`src/sas_params.svh`:
```
`ifndef SAS_PARAMS_SVH
`define SAS_PARAMS_SVH

// ----------------------------------------------------------------
// register map
// ----------------------------------------------------------------
`define SAS_ADDR_W 8
`define SAS_OFF_DR 8'h70
`define SAS_OFF_CSR 8'h71
`define SAS_OFF_EVT 8'h72
`define SAS_OFF_MASK 8'h73

// ----------------------------------------------------------------
// field positions and values
// ----------------------------------------------------------------
`define SAS_CSR_COCO 7
`define SAS_CSR_ON 5
`define SAS_CSR_SEL_HI 3
`define SAS_CSR_SEL_LO 0
`define SAS_EVT_DONE 0
`define SAS_EVT_ABORT 1
`define SAS_ZERO_BYTE 8'h00
`define SAS_FULL_CODE 8'hFF
`define SAS_MID_CODE 8'h80
`define SAS_TOP_BIT 3'h7
`define SAS_LAST_BIT 3'h0

// ----------------------------------------------------------------
// timing
// ----------------------------------------------------------------
// converter clock periods, counted 0..11 within one conversion
`define SAS_LOAD_LAST 4'h3
`define SAS_APPROX_LAST 4'hB
`define SAS_CLK_NS 10
`define SAS_STAB_NS 1000
`define SAS_STAB_CYC ((`SAS_STAB_NS + `SAS_CLK_NS - 1) / `SAS_CLK_NS)

`endif

```
`src/sas_pkg.sv`:
```
package sas_pkg;

  // ----------------------------------------------------------------
  // carriers
  // ----------------------------------------------------------------
  typedef struct packed {
    logic [7:0] addr;
    logic [7:0] wdata;
    logic wr;
    logic rd;
  } sas_bus_req_t;

  typedef struct packed {
    logic [3:0] input_select;
    logic sample_en;
    logic [7:0] trial_code;
  } sas_ana_out_t;

  // ----------------------------------------------------------------
  // state
  // ----------------------------------------------------------------
  typedef enum logic [1:0] {
    SAS_ST_OFF,
    SAS_ST_SETTLE,
    SAS_ST_LOAD,
    SAS_ST_APPROX
  } sas_phase_t;

  typedef struct packed {
    logic [7:0] code;
    logic [2:0] idx;
    logic busy;
    logic done;
  } sas_core_t;

  typedef struct packed {
    sas_phase_t st;
    logic div;
    logic [3:0] cnt;
    logic converter_on;
    logic [3:0] input_select;
    logic coco;
    logic [7:0] result;
    logic [7:0] rdata;
    logic [1:0] evt;
    logic [1:0] mask;
    logic [7:0] stab;
    logic halt_d;
  } sas_main_t;

endpackage

```
`src/sas_adc_seq.sv`:
```
// Strobed register access was left to the implementer.
`timescale 1ns/1ps
`include "sas_params.svh"

//Behaviour
// - input at or above high reference stores FFh, no overflow flag
// - input at or below low reference stores 00h
// - each conversion loads the capacitor, then eight approximation steps, input disconnected
// - while on, load and approximation repeat with no further trigger
// - one conversion lasts twelve converter clocks, converter clock is clk divided by two
// - four-bit input select in control bits 3:0 routes input N
// - setting converter on starts the first conversion, then runs continuously
// - completion flag set by hardware at each conversion end, no interrupt from it
// - result stays stable until the next conversion completes
// - control write while on aborts, clears completion flag, restarts
// - completion flag cleared by result read or control write
// - clearing converter on stops conversions, setting it resumes them
// - cpu wait mode leaves conversion untouched
// - halt disables converter, wake-up needs a stabilisation interval
// - control and result registers reset to zero
// - result register is read only, eight-bit unsigned 00h to FFh
module sas_adc_seq (
  input wire logic clk,
  input wire logic sys_rst,
  input sas_pkg::sas_bus_req_t bus_req,
  output logic [7:0] rd_data,
  input wire logic cmp_high,
  input wire logic wait_mode,
  input wire logic halt_mode,
  output sas_pkg::sas_ana_out_t ana_out,
  output logic conv_active,
  output logic irq
);
  import sas_pkg::*;

  sas_main_t main_reg;
  sas_main_t main_next;

  logic csr_wr;
  logic dr_rd;
  logic core_start;
  logic core_step;
  logic core_abort;
  logic core_done;
  logic [7:0] core_code;

  // ----------------------------------------------------------------
  // helpers
  // ----------------------------------------------------------------
  function automatic logic addr_hit(input logic [7:0] addr, input logic [7:0] off);
    addr_hit = (addr == off);
  endfunction

  function automatic logic [7:0] csr_image(input sas_main_t s);
    logic [7:0] v;
    v = `SAS_ZERO_BYTE;
    v[`SAS_CSR_COCO] = s.coco;
    v[`SAS_CSR_ON] = s.converter_on;
    v[`SAS_CSR_SEL_HI:`SAS_CSR_SEL_LO] = s.input_select;
    csr_image = v;
  endfunction

  // ----------------------------------------------------------------
  // bus decode
  // ----------------------------------------------------------------
  assign csr_wr = bus_req.wr && addr_hit(bus_req.addr, `SAS_OFF_CSR);
  assign dr_rd = bus_req.rd && addr_hit(bus_req.addr, `SAS_OFF_DR);

  // ----------------------------------------------------------------
  // sequencer strobes
  // ----------------------------------------------------------------
  // div high marks the second clk of each converter clock period
  // load ends after four periods
  assign core_start = (main_reg.st == SAS_ST_LOAD) && main_reg.div &&
                      (main_reg.cnt == `SAS_LOAD_LAST) && !csr_wr && !halt_mode;
  assign core_step = (main_reg.st == SAS_ST_APPROX) && main_reg.div && !csr_wr && !halt_mode;
  assign core_abort = csr_wr || halt_mode;

  sas_sar_core u_core (
    .clk(clk),
    .sys_rst(sys_rst),
    .start(core_start),
    .step(core_step),
    .abort(core_abort),
    .cmp_high(cmp_high),
    .code(core_code),
    .done(core_done)
  );

  // ----------------------------------------------------------------
  // next state
  // ----------------------------------------------------------------
  always_comb begin
    main_next = main_reg;
    main_next.halt_d = halt_mode;
    main_next.rdata = `SAS_ZERO_BYTE;

    // wait mode is deliberately not an input to this logic
    // wait ignored
    case (main_reg.st)
      SAS_ST_OFF: begin
        if (main_reg.halt_d && !halt_mode && main_reg.converter_on) begin
          main_next.st = SAS_ST_SETTLE;
          main_next.stab = `SAS_ZERO_BYTE;
        end
      end
      SAS_ST_SETTLE: begin
        main_next.stab = main_reg.stab + 8'h01;
        if (main_reg.stab == 8'(`SAS_STAB_CYC - 1)) begin
          main_next.st = SAS_ST_LOAD;
          main_next.cnt = 4'h0;
          main_next.div = 1'b0;
        end
      end
      SAS_ST_LOAD: begin
        main_next.div = ~main_reg.div;
        if (main_reg.div) begin
          main_next.cnt = main_reg.cnt + 4'h1;
          if (main_reg.cnt == `SAS_LOAD_LAST) begin
            main_next.st = SAS_ST_APPROX;
          end
        end
      end
      SAS_ST_APPROX: begin
        main_next.div = ~main_reg.div;
        if (main_reg.div) begin
          if (main_reg.cnt == `SAS_APPROX_LAST) begin
            main_next.st = SAS_ST_LOAD;
            main_next.cnt = 4'h0;
          end else begin
            main_next.cnt = main_reg.cnt + 4'h1;
          end
        end
      end
      default: begin
        main_next.st = SAS_ST_OFF;
      end
    endcase

    // completion; a finished code is dropped if a control write aborts in the same cycle
    // clear on read
    if (dr_rd) begin
      main_next.coco = 1'b0;
    end
    if (core_done && !csr_wr) begin
      main_next.coco = 1'b1;
      main_next.result = core_code;
    end

    if (halt_mode) begin
      main_next.st = SAS_ST_OFF;
    end

    if (csr_wr) begin
      // reserved bits are not stored and read as zero
      main_next.input_select = bus_req.wdata[`SAS_CSR_SEL_HI:`SAS_CSR_SEL_LO];
      main_next.converter_on = bus_req.wdata[`SAS_CSR_ON];
      main_next.coco = 1'b0;
      if (!halt_mode && main_reg.st != SAS_ST_SETTLE) begin
        main_next.cnt = 4'h0;
        main_next.div = 1'b0;
        // on bit starts or stops conversions
        main_next.st = bus_req.wdata[`SAS_CSR_ON] ? SAS_ST_LOAD : SAS_ST_OFF;
      end else if (main_reg.st == SAS_ST_SETTLE && !bus_req.wdata[`SAS_CSR_ON]) begin
        main_next.st = SAS_ST_OFF;
      end
    end

    // ----------------------------------------------------------------
    // event status, mask and read mux
    // ----------------------------------------------------------------
    if (bus_req.wr && addr_hit(bus_req.addr, `SAS_OFF_EVT)) begin
      main_next.evt = main_reg.evt & ~bus_req.wdata[1:0];
    end
    if (bus_req.wr && addr_hit(bus_req.addr, `SAS_OFF_MASK)) begin
      main_next.mask = bus_req.wdata[1:0];
    end
    if (core_done && !csr_wr) begin
      main_next.evt[`SAS_EVT_DONE] = 1'b1;
    end
    if (csr_wr && (main_reg.st == SAS_ST_LOAD || main_reg.st == SAS_ST_APPROX)) begin
      main_next.evt[`SAS_EVT_ABORT] = 1'b1;
    end

    if (bus_req.rd) begin
      // result is read only; writes to it are ignored
      if (addr_hit(bus_req.addr, `SAS_OFF_DR)) begin
        main_next.rdata = main_reg.result;
      end else if (addr_hit(bus_req.addr, `SAS_OFF_CSR)) begin
        main_next.rdata = csr_image(main_reg);
      end else if (addr_hit(bus_req.addr, `SAS_OFF_EVT)) begin
        main_next.rdata = {6'h00, main_reg.evt};
      end else if (addr_hit(bus_req.addr, `SAS_OFF_MASK)) begin
        main_next.rdata = {6'h00, main_reg.mask};
      end
    end
  end

  // ----------------------------------------------------------------
  // state register
  // ----------------------------------------------------------------
  always_ff @(posedge clk) begin
    if (sys_rst) begin
      main_reg <= '0;
    end else begin
      main_reg <= main_next;
    end
  end

  // ----------------------------------------------------------------
  // outputs
  // ----------------------------------------------------------------
  assign rd_data = main_reg.rdata;
  assign ana_out.input_select = main_reg.input_select;
  assign ana_out.sample_en = (main_reg.st == SAS_ST_LOAD);
  assign ana_out.trial_code = core_code;
  assign conv_active = (main_reg.st == SAS_ST_LOAD) || (main_reg.st == SAS_ST_APPROX);
  // the completion flag itself is not an interrupt source; only the done and abort event bits are, and only unmasked
  assign irq = |(main_reg.evt & main_reg.mask);
endmodule // sas_adc_seq

```
`src/sas_sar_core.sv`:
```
`timescale 1ns/1ps
`include "sas_params.svh"

module sas_sar_core (
  input wire logic clk,
  input wire logic sys_rst,
  input wire logic start,
  input wire logic step,
  input wire logic abort,
  input wire logic cmp_high,
  output logic [7:0] code,
  output logic done
);
  import sas_pkg::*;

  sas_core_t core_reg;
  sas_core_t core_next;

  // ----------------------------------------------------------------
  // successive approximation
  // ----------------------------------------------------------------
  always_comb begin
    core_next = core_reg;
    core_next.done = 1'b0;
    if (abort) begin
      core_next.busy = 1'b0;
    end else if (start) begin
      core_next.code = `SAS_MID_CODE;
      core_next.idx = `SAS_TOP_BIT;
      core_next.busy = 1'b1;
    end else if (step && core_reg.busy) begin
      // clamp at rails
      // comparator high means input sits at or above the trial level
      if (!cmp_high) begin
        core_next.code[core_reg.idx] = 1'b0;
      end
      if (core_reg.idx == `SAS_LAST_BIT) begin
        core_next.busy = 1'b0;
        core_next.done = 1'b1;
      end else begin
        core_next.code[core_reg.idx - 3'h1] = 1'b1;
        core_next.idx = core_reg.idx - 3'h1;
      end
    end
  end

  always_ff @(posedge clk) begin
    if (sys_rst) begin
      core_reg <= '0;
    end else begin
      core_reg <= core_next;
    end
  end

  assign code = core_reg.code;
  assign done = core_reg.done;

  // ----------------------------------------------------------------
  // checks
  // ----------------------------------------------------------------
  logic all_high;
  logic all_low;
  always_ff @(posedge clk) begin
    if (sys_rst) begin
      all_high <= 1'b0;
      all_low <= 1'b0;
    end else if (start) begin
      all_high <= 1'b1;
      all_low <= 1'b1;
    end else if (step && core_reg.busy) begin
      all_high <= all_high & cmp_high;
      all_low <= all_low & !cmp_high;
    end
  end
endmodule // sas_sar_core
```
`config.mk`:
```
export PLATFORM = sky130hd
export DESIGN_NAME = sas_adc_seq
export DESIGN_NICKNAME = d
export VERILOG_FILES = /design/src/sas_pkg.sv /design/src/sas_adc_seq.sv /design/src/sas_sar_core.sv
export VERILOG_INCLUDE_DIRS = /design/src /design/src/src
export SDC_FILE = /design/constraint.sdc
export NUM_CORES = 1
export LEC_CHECK = 0
export BUFFER_PORTS_ARGS = -buffer_cell sky130_fd_sc_hd__buf_2
export CAP_MARGIN = 15
export CORE_AREA = 2 2 72 74
export CTS_CLUSTER_SIZE = 30
export DETAILED_ROUTE_END_ITERATION = 6
export DIE_AREA = 0 0 74 76
export GPL_TIMING_DRIVEN = 1
export PLACE_DENSITY_LB_ADDON = 0.2
export SYNTH_ARGS = -nofsm -noshare
export SYNTH_HDL_FRONTEND = slang
export SYNTH_HIERARCHICAL = 1
export SYNTH_SLANG_ARGS = --single-unit
```
`constraint.sdc`:
```
create_clock -name clk -period 5.6 [get_ports clk]
set_input_delay 1.68 -clock clk [delete_from_list [all_inputs] [get_ports clk]]
set_output_delay 1.68 -clock clk [all_outputs]
set_load 0.05 [all_outputs]
```
==> run summary <==
critical path data arrival time: 3.97 ns
maximum number of pins on one net before global-route repair: 48
diode insertion count for antenna repair: 0
TritonRoute pass-1 iters: 4
Routed WL: 5.50 mm
critical path required time: 5.76 ns
unique cell type count in the Yosys netlist: 64
number of vias per cell: 5.81
Synth Cell Area: 0.00289 mm2
endpoint kind of the worst setup timing path: flip-flop
launching element type of the critical path: primary input
top library cells by usage in the layout, fill and taps aside: 55 x dfxtp_1, 41 x buf_2, 34 x nor2_1
Crit-path slowest cell: nor4bb_1
initial antenna violation count: 0
Max Buffers Root-to-Sink: 2
Final #Nets: 349
unrepaired setup endpoints after global routing: false
setup-violating endpoint count in the final report: 0
Crit Reg-Reg Endpoint: u_core/code[0]
flip-flop count of the largest register, all copies and words added: 30
RePlAce Congestion: 0.823
path depth of the worst reg2reg path: 6
IR drop worst, VDD: 0.000127 V
HPWL Detailed: 3.86 mm
Slew headroom: 42.2%
most used flip-flop cell after synthesis: dfxtp_1
instance count along the most critical hold path: 2
status: complete, no violations
final count of pins violating max slew: 0
core occupancy in the finished layout: 61.7%
slew at the pin with the worst max-slew slack: 0.867 ns
number of global-route vias before repair: 1978
clk root buf: clkbuf_8
Clock Sinks: 55
starting utilization of the core area: 58.8%
critical path start-end classification: primary input to flip-flop
post-route cell area: 0.00303 mm2
number of fillers in the final layout: 431
clock insertion delay at the later pin of the skew report: 0.30 ns
final-report hold violation count: 0
post-synth net total: 337
I/O pin count: 46
floorplan die area: 0.00562 mm2
launch point of the worst reg-to-reg path: main_reg[41]
number of gates resized after CTS: 0
register share of total power: 60.7%
number of routed nets with antenna violations: 0
post-CTS setup repair buffer count: 0
critical path's top delay family: simple AND/OR/NAND/NOR gates
overall via count from detail_route: 2283
hold slack: 0.484 ns
synth-to-layout area growth: 4.98%
switching share of power: 23.7%
post-route setup slack: 1.79 ns
Syn Inst Count: 310
placed cell areas: 0.00294 mm2
maximum clock skew at final layout: 0.00499 ns
Critical Path Fanout Max: 15
placement row count: 26
Final period util: 68.0%
max-capacitance violation count: 0
proportion of layout cells with a drive suffix above 1: 19.8%
detail-routed net length per standard cell: 14.0 um
internal reg-to-reg setup slack: 3.05 ns
hold-critical path endpoint: u_core/code[3]
total CTS buffers: 5
detailed-route DRC error count: 0
switching power: 153 uW
longest individual stage delay on the worst path: 0.65 ns
core area: 0.00491 mm2
total negative slack: 0 ns
clock transition at the register clock pins on the worst setup and hold paths after CTS: 0.10 ns
Combinational Power Share: 5.0%
proportion of synthesized chip area in sequential cells: 38.1%
total number of H-tree levels: 2
cell type with the largest total area after synthesis: dfxtp_1
share of power burned in the clock network: 34.4%
fmax: 262 MHz
Worst Hold Launch: u_core/code[3]
number of flops mapped to enable cells by yosys: 0
most common library cell in the layout ignoring fill and taps: dfxtp_1
synthesis-stage register bit count: 55
global-route wire length before repair: 9.33 mm
hold buffer count at cts: 0
total routing resource utilization after global routing: 20.3%
die boundary width: 74 um
path class of the lowest-slack min-delay path: flip-flop to flip-flop
leakage power total: 1.16 nW
Crit path buffers/inverters: 1
async set-or-reset flop fraction in the synthesized netlist: 0%
crit path cell chain: buf_2, nand2_1, nor3_4, or2_2, nor4bb_1, and4bb_1, nand3_1, o32ai_1
area share of the leading cell type in the synthesized netlist: 38.1%
Cell Int Power: 493 uW
synth top area cells: dfxtp_1 38%, mux2i_1 7.3%, buf_4 5.2%
Avg Inst Size Synth: 9.31 um2
Pwr per Cell Area: 213 mW/mm2
TritonCTS clock tree: done
DP Worst Slack: 1.48 ns
Yosys Warn Count: 6
final critical path time including I/O delays and setup: 3.81 ns
Die Y: 76 um
DRC violation total after the first TritonRoute iteration: 167
number of buffers added on ports: 41
sum of overflow across all layers after global routing: 0
how the worst max path moves through the flow:
| stage | startpoint | end | slack, ns | cells past startpoint |
|---|---|---|---|---|
| CTS | bus_req[10] | u_core/code[0] | 1.80 | 8 |
| floorplan | bus_req[16] | u_core/code[0] | 2.01 | 8 |
| global route | bus_req[10] | u_core/core_reg[2] | 1.59 | 8 |
| finish | bus_req[10] | u_core/code[0] | 1.79 | 8 |
| global placement | bus_req[10] | u_core/code[0] | 1.47 | 8 |
| detailed placement | bus_req[10] | u_core/code[0] | 1.48 | 8 |
synth_stat cells, types with 3 or more instances:
cell type	number
nand3_1	5
nand4bb_1	4
inv_1	14
nor3_1	4
mux2i_1	21
a22oi_1	4
o31a_1	3
nor2_1	34
nor4b_1	3
o211ai_1	3
nand4_1	3
buf_2	4
mux2_2	3
ha_1	4
nor2b_1	3
a211oi_1	10
buf_4	20
clkbuf_1	7
nand2_1	18
nor3b_1	4
buf_6	4
dfxtp_1	55
o32ai_1	7
nand2b_1	5
a21oi_1	14
a31oi_1	4
worst register-to-register path, cell delays in order (launching register included):
cell	delay (ns)
dfxtp_1	0.65
inv_1	0.21
nor2_1	0.17
nor4bb_1	0.63
and4bb_1	0.38
nand3_1	0.26
o32ai_1	0.12
logic make-up after synthesis:
| family | after synthesis | share of synthesized area [%] |
|---|---|---|
| adder cells (fa/ha/maj) | 4 | 1.73 |
| flip-flops | 55 | 38.1 |
| buffers and inverters | 51 | 10.4 |
| AO/OA/AOI/OAI | 69 | 18.9 |
| multiplexers | 24 | 8.45 |
| XOR/XNOR | 2 | 0.607 |
| AND/OR/NAND/NOR | 105 | 21.8 |
metrics by stage:
stage / cells / total power [mW]
finish: 393 / 0.646
global route: 393 / 0.673
CTS: 393 / 0.652
detailed placement: 385 / 0.432
global placement: 385 / 0.432
floorplan: 310 / 0.418
layout make-up:
cell class	instances	area (um2)	share of cell area [%]
flip-flops and latches	55	1100	36.3
clock inverters	3	23.8	0.784
clock buffers	5	68.8	2.27
repair buffers	42	213	7.02
well taps	70	87.6	2.89
inverters	14	52.6	1.73
multi-input cells	204	1480	49.0
layer usage:
| metal | track usage (%) | share of wire (%) |
|---|---|---|
| met2 | 31.2 | 46 |
| met4 | 5.82 | 0.51 |
| met1 | 29.4 | 49 |
| met5 | 0 | 0 |
| met3 | 3.04 | 4.4 |
power by group through the flow:
stage,clock network [mW],registers (mW),logic (mW)
after global placement,0,0.401,0.0313
after floorplan,0,0.401,0.0178
after global routing,0.247,0.392,0.0347
final,0.222,0.392,0.0320
after CTS,0.228,0.392,0.0317
after detailed placement,0,0.401,0.0315
Note: power is estimated with default switching activity, not from simulation.
